**src/hw/ffi_map.svh**
```systemverilog
// Register offsets, field positions, codes and reset values for fault irq
`ifndef FFI_MAP_SVH
`define FFI_MAP_SVH

// ----------------------------------------------------------------------
// Register offsets
// ----------------------------------------------------------------------
`define FFI_OFS_LED_EN 8'h0C
`define FFI_OFS_SUPPLY 8'h0E
`define FFI_OFS_CONV 8'h10

// ----------------------------------------------------------------------
// Reset values
// ----------------------------------------------------------------------
`define FFI_RST_LED_EN 16'h00AA
`define FFI_RST_SUPPLY 16'h0000
`define FFI_RST_CONV 16'h0000

// ----------------------------------------------------------------------
// Enable field positions (low bit of each two-bit field)
// ----------------------------------------------------------------------
`define FFI_LSB_GLOBAL 6
`define FFI_LSB_TIMEOUT 4
`define FFI_LSB_STRING 2
`define FFI_LSB_LEDF 0

// ----------------------------------------------------------------------
// Enable field codes
// ----------------------------------------------------------------------
`define FFI_WR_DISABLE 2'h1
`define FFI_WR_ENABLE 2'h3
`define FFI_RD_DISABLED 2'h0
`define FFI_RD_ENABLED 2'h2

// ----------------------------------------------------------------------
// Supply fault pairs: flag at 2*k+1, ack at 2*k
// ----------------------------------------------------------------------
`define FFI_PAIR_CHECKSUM 7
`define FFI_PAIR_SYNC_LOSS 6
`define FFI_PAIR_PUMP 5
`define FFI_PAIR_PUMP_CAP 4
`define FFI_PAIR_IN_OVERCURRENT 3
`define FFI_PAIR_REG_UNDERVOLT 2
`define FFI_PAIR_IN_OVERVOLT 1
`define FFI_PAIR_IN_UNDERVOLT 0

`endif

```
**src/hw/ffi_pkg.sv**
```systemverilog
// Types shared by the fault interrupt enable and status block
`default_nettype none
package ffi_pkg;
   typedef logic [7:0] ffi_addr_t;
   typedef logic [15:0] ffi_word_t;
   typedef enum logic [1:0] {
      FFI_SEL_NONE,
      FFI_SEL_LED_EN,
      FFI_SEL_SUPPLY,
      FFI_SEL_CONV
   } ffi_reg_sel_t;
endpackage
`default_nettype wire

```
**src/hw/ffi_flag_pair.sv**
```systemverilog
// One sticky fault flag with its paired clear request
`default_nettype none
module ffi_flag_pair (
   input wire logic mclk,
   input wire logic rst_n,
   input wire logic fault,
   input wire logic clr_req,
   output logic flag
);
   // A fault present in the clear cycle keeps the flag set
   always_ff @(posedge mclk or negedge rst_n) begin
      if (!rst_n) begin
         flag <= 1'b0;
      end else if (fault) begin
         flag <= 1'b1;
      end else if (clr_req) begin
         flag <= 1'b0;
      end
   end
endmodule
`default_nettype wire

```
**src/hw/ffi_top.sv**
```systemverilog
// Fault interrupt enables, supply and converter fault flags, irq output
//
// Strobed register access was chosen for this implementation.
`include "ffi_map.svh"
`default_nettype none
module ffi_top
   import ffi_pkg::*;
#(
   parameter int PAIRS = 8
) (
   input wire logic mclk,
   input wire logic rst_n,
   input wire logic [7:0] reg_addr,
   input wire logic [15:0] reg_wdata,
   input wire logic reg_wr,
   input wire logic reg_rd,
   output logic [15:0] reg_rdata,
   input wire logic [PAIRS-1:0] supply_fault_in,
   input wire logic [PAIRS-1:0] conv_fault_in,
   input wire logic [PAIRS-1:0] supply_irq_gate,
   input wire logic [PAIRS-1:0] conv_irq_gate,
   input wire logic bus_timeout_flag,
   input wire logic bad_string_flag,
   input wire logic led_fault_flag,
   output logic fault_irq,
   output logic global_irq_on,
   output logic [PAIRS-1:0] supply_flags,
   output logic [PAIRS-1:0] conv_flags
);

   // -------------------------------------------------------------------
   // Field indices of the enable register
   // -------------------------------------------------------------------
   localparam int FIELDS = 4;
   localparam int F_LEDF = 0;
   localparam int F_STRING = 1;
   localparam int F_TIMEOUT = 2;
   localparam int F_GLOBAL = 3;

   // Low bit of each field, indexed by field number
   function automatic int field_lsb(input int f);
      int lsb;
      lsb = `FFI_LSB_LEDF;
      if (f == F_STRING) begin
         lsb = `FFI_LSB_STRING;
      end
      if (f == F_TIMEOUT) begin
         lsb = `FFI_LSB_TIMEOUT;
      end
      if (f == F_GLOBAL) begin
         lsb = `FFI_LSB_GLOBAL;
      end
      return lsb;
   endfunction

   // -------------------------------------------------------------------
   // Address decode
   // -------------------------------------------------------------------
   ffi_reg_sel_t reg_sel;
   wire logic hit_led_en;
   wire logic hit_supply;
   wire logic hit_conv;
   wire logic wr_led_en;
   wire logic wr_supply;
   wire logic wr_conv;

   assign hit_led_en = (reg_addr == `FFI_OFS_LED_EN);
   assign hit_supply = (reg_addr == `FFI_OFS_SUPPLY);
   assign hit_conv = (reg_addr == `FFI_OFS_CONV);
   assign reg_sel = hit_led_en ? FFI_SEL_LED_EN :
                    hit_supply ? FFI_SEL_SUPPLY :
                    hit_conv ? FFI_SEL_CONV : FFI_SEL_NONE;
   assign wr_led_en = reg_wr && (reg_sel == FFI_SEL_LED_EN);
   assign wr_supply = reg_wr && (reg_sel == FFI_SEL_SUPPLY);
   assign wr_conv = reg_wr && (reg_sel == FFI_SEL_CONV);

   // -------------------------------------------------------------------
   // Interrupt enable fields
   // -------------------------------------------------------------------
   // Only one state bit per field is kept; the two-bit read code is
   // rebuilt from it, so codes 0h and 2h written by software are no-ops
   logic [FIELDS-1:0] field_on;
   wire logic [FIELDS-1:0] field_wr_on;
   wire logic [FIELDS-1:0] field_wr_off;
   wire logic [15:0] led_en_rd;

   genvar gf;
   generate
      for (gf = 0; gf < FIELDS; gf++) begin : g_field
         localparam int LSB = field_lsb(gf);
         localparam logic RST_ON = 1'(`FFI_RST_LED_EN >> (LSB + 1));
         wire logic [1:0] code;

         assign code = reg_wdata[LSB+1:LSB];
         assign field_wr_on[gf] = wr_led_en &&
                                  (code == `FFI_WR_ENABLE);
         assign field_wr_off[gf] = wr_led_en &&
                                   (code == `FFI_WR_DISABLE);

         always_ff @(posedge mclk or negedge rst_n) begin
            if (!rst_n) begin
               field_on[gf] <= RST_ON;
            end else if (field_wr_on[gf]) begin
               field_on[gf] <= 1'b1;
            end else if (field_wr_off[gf]) begin
               field_on[gf] <= 1'b0;
            end
         end

         assign led_en_rd[LSB+1:LSB] = field_on[gf] ?
            `FFI_RD_ENABLED : `FFI_RD_DISABLED;
      end
   endgenerate

   // Upper byte is reserved and always reads zero
   assign led_en_rd[15:8] = 8'h00;

   // -------------------------------------------------------------------
   // Fault input synchronisers
   // -------------------------------------------------------------------
   // Fault detectors are analog comparators, so each line is resampled
   logic [PAIRS-1:0] supply_meta;
   logic [PAIRS-1:0] supply_sync;
   logic [PAIRS-1:0] conv_meta;
   logic [PAIRS-1:0] conv_sync;

   always_ff @(posedge mclk or negedge rst_n) begin
      if (!rst_n) begin
         supply_meta <= '0;
         supply_sync <= '0;
         conv_meta <= '0;
         conv_sync <= '0;
      end else begin
         supply_meta <= supply_fault_in;
         supply_sync <= supply_meta;
         conv_meta <= conv_fault_in;
         conv_sync <= conv_meta;
      end
   end

   // -------------------------------------------------------------------
   // Sticky flags with paired clear bits
   // -------------------------------------------------------------------
   wire logic [PAIRS-1:0] supply_clr;
   wire logic [PAIRS-1:0] conv_clr;
   wire logic [PAIRS-1:0] supply_flag_q;
   wire logic [PAIRS-1:0] conv_flag_q;
   wire logic [15:0] supply_rd;
   wire logic [15:0] conv_rd;

   genvar gp;
   generate
      for (gp = 0; gp < PAIRS; gp++) begin : g_pair
         // Both bits of the pair must be one in the same write
         assign conv_clr[gp] = wr_conv && reg_wdata[2*gp+1] &&
                               reg_wdata[2*gp];

         ffi_flag_pair u_supply (
            .mclk(mclk),
            .rst_n(rst_n),
            .fault(supply_sync[gp]),
            .clr_req(supply_clr[gp]),
            .flag(supply_flag_q[gp])
         );

         ffi_flag_pair u_conv (
            .mclk(mclk),
            .rst_n(rst_n),
            .fault(conv_sync[gp]),
            .clr_req(conv_clr[gp]),
            .flag(conv_flag_q[gp])
         );

         // Clear bits are write-only strobes and read back zero
         assign supply_rd[2*gp+1] = supply_flag_q[gp];
         assign supply_rd[2*gp] = 1'b0;
         assign conv_rd[2*gp+1] = conv_flag_q[gp];
         assign conv_rd[2*gp] = 1'b0;
      end
   endgenerate

   // -------------------------------------------------------------------
   // Named supply fault flags
   // -------------------------------------------------------------------
   wire logic checksum_fault_flag;
   wire logic sync_loss_flag;
   wire logic pump_fault_flag;
   wire logic pump_capacitor_flag;
   wire logic input_overcurrent_flag;
   wire logic regulator_undervolt_flag;
   wire logic input_overvolt_flag;
   wire logic input_undervolt_flag;

   assign checksum_fault_flag =
      supply_flag_q[`FFI_PAIR_CHECKSUM];
   assign sync_loss_flag =
      supply_flag_q[`FFI_PAIR_SYNC_LOSS];
   assign pump_fault_flag =
      supply_flag_q[`FFI_PAIR_PUMP];
   assign pump_capacitor_flag =
      supply_flag_q[`FFI_PAIR_PUMP_CAP];
   assign input_overcurrent_flag =
      supply_flag_q[`FFI_PAIR_IN_OVERCURRENT];
   assign regulator_undervolt_flag =
      supply_flag_q[`FFI_PAIR_REG_UNDERVOLT];
   assign input_overvolt_flag =
      supply_flag_q[`FFI_PAIR_IN_OVERVOLT];
   assign input_undervolt_flag =
      supply_flag_q[`FFI_PAIR_IN_UNDERVOLT];

   // -------------------------------------------------------------------
   // Named supply clear requests
   // -------------------------------------------------------------------
   // A lone flag bit or a lone clear bit must not clear the pair
   wire logic checksum_fault_ack;
   wire logic sync_loss_ack;
   wire logic pump_fault_ack;
   wire logic pump_capacitor_ack;
   wire logic input_overcurrent_ack;
   wire logic regulator_undervolt_ack;
   wire logic input_overvolt_ack;
   wire logic input_undervolt_ack;

   assign checksum_fault_ack = wr_supply &&
      (&reg_wdata[2*`FFI_PAIR_CHECKSUM+1 -: 2]);
   assign sync_loss_ack = wr_supply &&
      (&reg_wdata[2*`FFI_PAIR_SYNC_LOSS+1 -: 2]);
   assign pump_fault_ack = wr_supply &&
      (&reg_wdata[2*`FFI_PAIR_PUMP+1 -: 2]);
   assign pump_capacitor_ack = wr_supply &&
      (&reg_wdata[2*`FFI_PAIR_PUMP_CAP+1 -: 2]);
   assign input_overcurrent_ack = wr_supply &&
      (&reg_wdata[2*`FFI_PAIR_IN_OVERCURRENT+1 -: 2]);
   assign regulator_undervolt_ack = wr_supply &&
      (&reg_wdata[2*`FFI_PAIR_REG_UNDERVOLT+1 -: 2]);
   assign input_overvolt_ack = wr_supply &&
      (&reg_wdata[2*`FFI_PAIR_IN_OVERVOLT+1 -: 2]);
   assign input_undervolt_ack = wr_supply &&
      (&reg_wdata[2*`FFI_PAIR_IN_UNDERVOLT+1 -: 2]);

   assign supply_clr[`FFI_PAIR_CHECKSUM] = checksum_fault_ack;
   assign supply_clr[`FFI_PAIR_SYNC_LOSS] = sync_loss_ack;
   assign supply_clr[`FFI_PAIR_PUMP] = pump_fault_ack;
   assign supply_clr[`FFI_PAIR_PUMP_CAP] = pump_capacitor_ack;
   assign supply_clr[`FFI_PAIR_IN_OVERCURRENT] = input_overcurrent_ack;
   assign supply_clr[`FFI_PAIR_REG_UNDERVOLT] = regulator_undervolt_ack;
   assign supply_clr[`FFI_PAIR_IN_OVERVOLT] = input_overvolt_ack;
   assign supply_clr[`FFI_PAIR_IN_UNDERVOLT] = input_undervolt_ack;

   // -------------------------------------------------------------------
   // Named LED-side enable states
   // -------------------------------------------------------------------
   wire logic led_fault_irq_gate;
   wire logic bad_string_cfg_irq_gate;
   wire logic bus_timeout_irq_gate;

   assign led_fault_irq_gate = field_on[F_LEDF];
   assign bad_string_cfg_irq_gate = field_on[F_STRING];
   assign bus_timeout_irq_gate = field_on[F_TIMEOUT];

   // -------------------------------------------------------------------
   // Interrupt combine
   // -------------------------------------------------------------------
   wire logic supply_any;
   wire logic conv_any;
   wire logic led_side_any;
   wire logic next_fault_irq;

   assign supply_any = |{
      checksum_fault_flag & supply_irq_gate[`FFI_PAIR_CHECKSUM],
      sync_loss_flag & supply_irq_gate[`FFI_PAIR_SYNC_LOSS],
      pump_fault_flag & supply_irq_gate[`FFI_PAIR_PUMP],
      pump_capacitor_flag & supply_irq_gate[`FFI_PAIR_PUMP_CAP],
      input_overcurrent_flag & supply_irq_gate[`FFI_PAIR_IN_OVERCURRENT],
      regulator_undervolt_flag & supply_irq_gate[`FFI_PAIR_REG_UNDERVOLT],
      input_overvolt_flag & supply_irq_gate[`FFI_PAIR_IN_OVERVOLT],
      input_undervolt_flag & supply_irq_gate[`FFI_PAIR_IN_UNDERVOLT]
   };
   assign conv_any = |(conv_flag_q & conv_irq_gate);
   assign led_side_any = (bus_timeout_flag && bus_timeout_irq_gate) ||
                         (bad_string_flag && bad_string_cfg_irq_gate) ||
                         (led_fault_flag && led_fault_irq_gate);
   assign next_fault_irq = field_on[F_GLOBAL] &&
                           (supply_any || conv_any || led_side_any);

   // Registered so the pin never glitches while the terms change
   always_ff @(posedge mclk or negedge rst_n) begin
      if (!rst_n) begin
         fault_irq <= 1'b0;
         global_irq_on <= 1'b0;
         supply_flags <= '0;
         conv_flags <= '0;
      end else begin
         fault_irq <= next_fault_irq;
         global_irq_on <= field_on[F_GLOBAL];
         supply_flags <= supply_flag_q;
         conv_flags <= conv_flag_q;
      end
   end

   // -------------------------------------------------------------------
   // Read data
   // -------------------------------------------------------------------
   wire logic [15:0] next_rdata;

   assign next_rdata = !reg_rd ? 16'h0000 :
                       (reg_sel == FFI_SEL_LED_EN) ? led_en_rd :
                       (reg_sel == FFI_SEL_SUPPLY) ? supply_rd :
                       (reg_sel == FFI_SEL_CONV) ? conv_rd : 16'h0000;

   // Data stand only in the cycle after the read strobe
   always_ff @(posedge mclk or negedge rst_n) begin
      if (!rst_n) begin
         reg_rdata <= 16'h0000;
      end else begin
         reg_rdata <= next_rdata;
      end
   end

endmodule
`default_nettype wire

```
**config.mk**
```make
export PLATFORM = sky130hd
export DESIGN_NAME = ffi_top
export DESIGN_NICKNAME = d
export VERILOG_FILES = /design/src/hw/ffi_pkg.sv /design/src/hw/ffi_flag_pair.sv /design/src/hw/ffi_top.sv
export VERILOG_INCLUDE_DIRS = /design/src /design/src/hw
export SDC_FILE = /design/constraint.sdc
export NUM_CORES = 1
export LEC_CHECK = 0
export ABC_AREA = 1
export BUFFER_PORTS_ARGS = -buffer_cell sky130_fd_sc_hd__buf_2
export CAP_MARGIN = 20
export CELL_PAD_IN_SITES_DETAIL_PLACEMENT = 0
export CELL_PAD_IN_SITES_GLOBAL_PLACEMENT = 1
export CORE_UTILIZATION = 32
export CTS_BUF_LIST = sky130_fd_sc_hd__clkbuf_4 sky130_fd_sc_hd__clkbuf_8
export CTS_CLUSTER_SIZE = 24
export DETAILED_ROUTE_END_ITERATION = 10
export HOLD_SLACK_MARGIN = 0.12
export PLACE_DENSITY = 0.74
export SLEW_MARGIN = 20
export SYNTH_ARGS = -nofsm -noshare
export SYNTH_HDL_FRONTEND = slang
export SYNTH_SLANG_ARGS = --single-unit
```
**constraint.sdc**
```tcl
create_clock -name mclk -period 2.2 [get_ports mclk]
set_input_delay 0.11 -clock mclk [delete_from_list [all_inputs] [get_ports mclk]]
set_output_delay 0.11 -clock mclk [all_outputs]
set_load 0.05 [all_outputs]
```
==> results of run 1 <==
## cell type report
type | count | area, sq um | share of cell area
Clock buffer | 12 | 158.9 | 0.04025
Clock inverter | 4 | 22.52 | 0.005705
Inverter | 47 | 176.4 | 0.04469
Multi-Input combinational cell | 169 | 779.5 | 0.1975
Sequential cell | 78 | 1957 | 0.4957
Tap cell | 108 | 135.1 | 0.03423
Timing Repair Buffer | 116 | 718.2 | 0.1819
## cell families after synthesis
kind of cell           count (synthesis)  share of synthesized area
and+or+nand+nor                      150                     0.2284
AOI/OAI and AO/OA                     11                    0.02356
DFF                                   78                     0.6580
buffers and inverters                 59                    0.08876
other                                  1                   0.001261
## cells in the final DEF, fill, tap and decap left out
| cell | instances |
|---|---|
| nand2_1 | 94 |
| buf_2 | 87 |
| dfrtp_1 | 74 |
| inv_1 | 44 |
| nand3_1 | 31 |
| dlygate4sd3_1 | 26 |
| nor2_1 | 12 |
| clkbuf_8 | 11 |
| conb_1 | 8 |
| a21oi_2 | 4 |
| o21ai_1 | 4 |
| dfstp_2 | 4 |
| nor2_4 | 3 |
| nand2_4 | 3 |
| nand2_2 | 3 |
| inv_2 | 3 |
| a21oi_1 | 3 |
| clkinv_2 | 3 |
| buf_4 | 3 |
| nor2_2 | 2 |
| nor2_8 | 1 |
| nand3b_1 | 1 |
| clkinvlp_4 | 1 |
| clkbuf_4 | 1 |
## metrics by stage
| step | hold slack, ns | utilization | instances |
|---|---|---|---|
| finish | 0.1451 | 0.4461 | 534 |
| global route | 0.1788 | 0.4461 | 534 |
| CTS | 0.1291 | 0.4461 | 534 |
| detailed placement | 0.1165 | 0.3962 | 492 |
| global placement | 0.1207 | 0.3962 | 492 |
| floorplan | -0.1856 | - | 306 |
## cells in the mapped netlist, drive strengths merged
cell type	count	share of area
o21ai	4	0.0067
nand3	31	0.052
inv	47	0.059
dfstp	4	0.035
buf	11	0.028
nand2	100	0.14
conb	1	0.0013
nand3b	1	0.0025
dfrtp	74	0.62
a21oi	7	0.017
clkbuf	1	0.0013
nor2	18	0.037
## final timing paths
kind,start,to,slack [ns],cells after the start
max,reg_wdata[0],led_fault_irq_gate$_DFFE_PN1P_,0.90,7
max reg2reg,bus_timeout_irq_gate$_DFFE_PN1P_,bus_timeout_irq_gate$_DFFE_PN1P_,0.93,3
max in group asynchronous,rst_n,field_on[3]$_DFFE_PN1P_,1.22,3
min in group asynchronous,rst_n,conv_flags[2]$_DFF_PN0_,0.27,2
min reg2reg,conv_meta[5]$_DFF_PN0_,conv_sync[5]$_DFF_PN0_,0.34,0
min,reg_wdata[12],g_pair[6].u_conv.flag$_DFFE_PN0P_,0.15,6
## worst max-delay path: cells and delay by family
family,cells,cell delay (ns)
buf+inv,4,1.29
simple gates,3,0.17
## routing by layer
| metal | part of all wire | global-route usage | routed length [um] |
|---|---|---|---|
| met5 | 0 | 0 | 0 |
| met4 | 0.018 | 0.07233 | 120 |
| met3 | 0.059 | 0.03865 | 394 |
| met2 | 0.46 | 0.2411 | 3061 |
| met1 | 0.46 | 0.2029 | 3084 |
## state kept, by name, summed over array words and instances, names as in the netlist
register and flops:
conv_meta 8, reg_rdata 8, conv_flags 8, fault_irq 1, supply_sync 8, field_on 1, led_fault_irq_gate 1, supply_meta 8
bad_string_cfg_irq_gate 1, bus_timeout_irq_gate 1, g_pair.u_supply.flag 8, conv_sync 8, g_pair.u_conv.flag 8, supply_flags 8, global_irq_on 1
## power by group through the flow
stage	logic, uW	clock network [uW]	registers (uW)
3_3_place_gp	202	0	1510
5_1_grt	262	1070	1480
2_1_floorplan	98.3	0	1510
6_report	233	974	1480
4_1_cts	237	1010	1480
3_5_place_dp	203	0	1510
==> results.tsv, run 1 <==
stage	metric	value	unit
outcome	status	complete, but fails checks	
outcome	failed_checks	DRC	
power	leakagePower	0.002115	uW
power	clock_power_share	0.363	
floorplan	die_w	98.41	um
clock_network	holdBufCountCts	26	
synthesis	yosysSeqAreaShare	0.6580	
sta	hold_viol	0	
clock_network	clk_pin_slew	0.08	ns
power	swShare	0.2407	
layout	nets	484	
clock_network	cts_buffers	9	
detailed_routing	drt-wirelength-per-cell	12.47	um
clock_network	ctsResizeCount	0	
sta	fin_ws	0.9045	ns
clock_network	root_buffer	clkbuf_8	
synthesis	synth_area_per_cell	9.947	sq um
placed_design	io_buffers	88	
detailed_routing	vias_per_cell	4.169	
detailed_routing	drt_pass1_iterations	11	
placed_design	place_congestion	0.8342	
synthesis	synth.distinct_cells	21	
sta	worstMarginPinSlew	0.5031	ns
clock_network	cts.path.max_buffers	2	
layout	area_growth	32.73	%
detailed_routing	routed_wl	6660	um
detailed_routing	drc	2	
power	p_int	2038	uW
power	p_per_area	680.0	nW/um^2
placed_design	dp_hpwl	4872	um
floorplan	rows	34	
power	ir_drop	354.3	uV
placed_design	preCtsSetupSlack	1.013	ns
layout	postLayoutCellArea	3948	sq um
setup_path	critical-path-slowest-cell	dlygate4sd3_1	
sta	setup_violations	0	
synthesis	yosys_warnings	0	
clock_network	cts_tree	built	
placed_design	placed_cell_area	3506	sq um
floorplan	die_h	98.41	um
layout	fill_cells	894	
power	p_sw	646.0	uW
floorplan	start_util	0.3361	
global_routing	grt_antenna_before_repair	0	
setup_path	critPathMaxStageDelay	0.55	ns
sta	post-route-min-period	1.295	ns
global_routing	overflow	0	
sta	tns	0	ns
detailed_routing	drtIter0Drc	64	
floorplan	die-area	9684	sq um
global_routing	grt_pass1_vias	2293	
setup_path	critPathKind	in -> reg	
setup_path	arrival	1.58	ns
setup_path	cp-start-kind	input port	
sta	rsz0062_at_grt	no	
setup_path	path_cells	dlygate4sd3_1 -> buf_2 -> nand2_1 -> inv_1 -> nand2_1 -> nand2_1 -> dlygate4sd3_1	
sta	fin_worst_skew	0.01029	ns
global_routing	grt_start_max_net_pins	42	
synthesis	ys_ff_latch	78	
sta	post-route-period-util	0.5889	
global_routing	grt_usage	0.1546	
setup_path	cpMostUsedCell	nand2_1	
flow_run	drv_cap	0	
sta	max_freq	771.9	MHz
setup_path	required	2.48	ns
detailed_routing	vias	2226	
clock_network	clkSinkCount	78	
clock_network	postCtsSetupRepairBufs	0	
sta	drv_slew	0	
layout	antenna_cells	0	
global_routing	grt_pass1_wl	11100	um
layout	drive_above_1_share	0.3028	
floorplan	coreArea	8848	sq um
power	seqPwrFrac	0.550	
sta	max_slew_margin	0.6646	
floorplan	pin_count	97	
worst_hold_path	hold_path_class	in -> reg	
synthesis	netlist_instances	299	
setup_path	cp-end-kind	flop	
synthesis	netlist_area	2974	sq um
setup_path	critPathMaxFanout	3	
clock_network	h-tree-depth	3	
detailed_routing	antenna_left	0	
power	power	2684	uW
power	pwr-share-comb	0.087	
clock_network	clock_latency	0.35	ns
No activity file was read; power rests on OpenSTA's default activity.
==> inputs of run 2 (changes only) <==
==> constraint.sdc (replaced) <==
create_clock -name mclk -period 1.3 [get_ports mclk]
set_input_delay 0.065 -clock mclk [delete_from_list [all_inputs] [get_ports mclk]]
set_output_delay 0.065 -clock mclk [all_outputs]
set_load 0.05 [all_outputs]
==> run 2 against run 1 <==
Effect of this change:
- the run now ends clean
- cell area grew 2.9%
- routed wire length grew 4.0%
- via count grew 3.9%
- largest cell class unchanged
==> results.tsv, run 2 (synthesis results as in run 1) <==
stage	metric	value	unit
layout	nets	496	
floorplan	die-area	9684	sq um
detailed_routing	drc	0	
sta	post-route-min-period	1.279	ns
detailed_routing	routed_wl	6928	um
placed_design	io_buffers	88	
sta	setup_violations	0	
setup_path	critPathMaxStageDelay	0.55	ns
floorplan	pin_count	97	
power	power	4561	uW
floorplan	die_w	98.41	um
detailed_routing	drtIter0Drc	67	
placed_design	preCtsSetupSlack	0.1683	ns
layout	area_growth	36.56	%
clock_network	cts.path.max_buffers	2	
worst_hold_path	hold_path_class	in -> reg	
setup_path	cp-start-kind	flop	
setup_path	crit_family	flip-flops	
global_routing	grt_start_max_net_pins	44	
clock_network	clock_latency	0.34	ns
layout	antenna_cells	0	
floorplan	coreArea	8848	sq um
layout	final_cell_mix	nand2_1 (94), buf_2 (87), dfrtp_1 (74)	
sta	drv_slew	0	
setup_path	cp-end-kind	flop	
outcome	status	completed	
setup_path	required	1.58	ns
sta	finalHoldWorstSlack	0.1065	ns
clock_network	h-tree-depth	3	
setup_path	critical-path-slowest-cell	dfstp_2	
floorplan	start_util	0.3361	
placed_design	placed_cell_area	3548	sq um
sta	post-route-period-util	0.9841	
flow_run	drv_cap	0	
sta	fin_ws	0.02062	ns
sta	max_freq	781.6	MHz
clock_network	clk_pin_slew	0.08	ns
layout	layout.cells.non_filler	546	
detailed_routing	vias_per_cell	4.234	
detailed_routing	drt_pass1_iterations	6	
global_routing	grt_antenna_before_repair	0	
global_routing	overflow	0	
detailed_routing	antenna_left	0	
layout	layout_commonest_cell	nand2_1	
setup_path	path_cells	o21ai_1 -> nand2_1 -> dlygate4sd3_1	
setup_path	critPathKind	reg -> reg	
clock_network	root_buffer	clkbuf_8	
setup_path	arrival	1.56	ns
clock_network	clkSinkCount	78	
setup_path	critPathMaxFanout	3	
setup_path	path_buf_inv	1	
floorplan	rows	34	
sta	fin_worst_skew	0.01122	ns
detailed_routing	drt-wirelength-per-cell	12.69	um
placed_design	dp_hpwl	5026	um
layout	drive_above_1_share	0.3151	
power	ir_drop	614.7	uV
placed_design	post-place-cells	496	
global_routing	grt_usage	0.1540	
detailed_routing	vias	2312	
placed_design	place_congestion	0.8223	
clock_network	cts_buffers	9	
global_routing	grt_pass1_wl	11290	um
power	leakagePower	0.002155	uW
clock_network	cts_tree	built	
global_routing	grt_pass1_vias	2441	
layout	postLayoutCellArea	4061	sq um
sta	hold_viol	0	
power	p_per_area	1123	nW/um^2
floorplan	die_h	98.41	um
-- run 2: final cells by class --
type,instances,area (sq um)
inverter,47,176.4
tap,108,135.1
clock inverter,5,35.03
fill,855,4787
clock buffer,11,145.1
multi-input combinational,169,779.5
sequential,78,1957
timing repair buffer,128,833.3
-- run 2: routing by layer --
layer  global-route usage  up-vias  share of wire
li1                     -     1150              -
met1               0.2035     1067           0.47
met2               0.2411       79           0.45
met3              0.03651       16          0.057
met4              0.07003        0          0.028
met5                    0        -              0
-- run 2: path summary, 6_finish.rpt --
kind,start,to,slack (ns),cells past startpoint
max,bad_string_cfg_irq_gate$_DFFE_PN1P_,bad_string_cfg_irq_gate$_DFFE_PN1P_,0.02,3
max reg2reg,bad_string_cfg_irq_gate$_DFFE_PN1P_,bad_string_cfg_irq_gate$_DFFE_PN1P_,0.02,3
max in group asynchronous,rst_n,field_on[3]$_DFFE_PN1P_,0.59,3
min reg2reg,conv_meta[5]$_DFF_PN0_,conv_sync[5]$_DFF_PN0_,0.34,0
min in group asynchronous,rst_n,supply_sync[1]$_DFF_PN0_,0.13,2
min,reg_wdata[13],g_pair[6].u_conv.flag$_DFFE_PN0P_,0.11,6
-- run 2: per-stage QoR --
step,TNS [ns],util
6_report,0,0.4590
5_1_grt,-0.01942,0.4590
4_1_cts,0,0.4598
3_5_place_dp,0,0.4010
3_3_place_gp,0,0.4010
2_1_floorplan,0,-
-- run 2: report_power, final --
group / internal, uW / switching (uW)
clock: 763 / 881
sequential: 2480 / 15.4
combinational: 173 / 245
total: 3420 / 1140
-- run 2: timing repair --
item,CTS,global route
gates resized for setup,0,2
hold endpoints to repair,109,0
hold buffers,34,0
buffers inserted,0,3
setup endpoints to repair,0,8
-- run 2: worst register-to-register path, stage by stage, from the launching register on --
cell and delay (ns):
dfstp_2 0.55, o21ai_1 0.07, nand2_1 0.05, dlygate4sd3_1 0.55
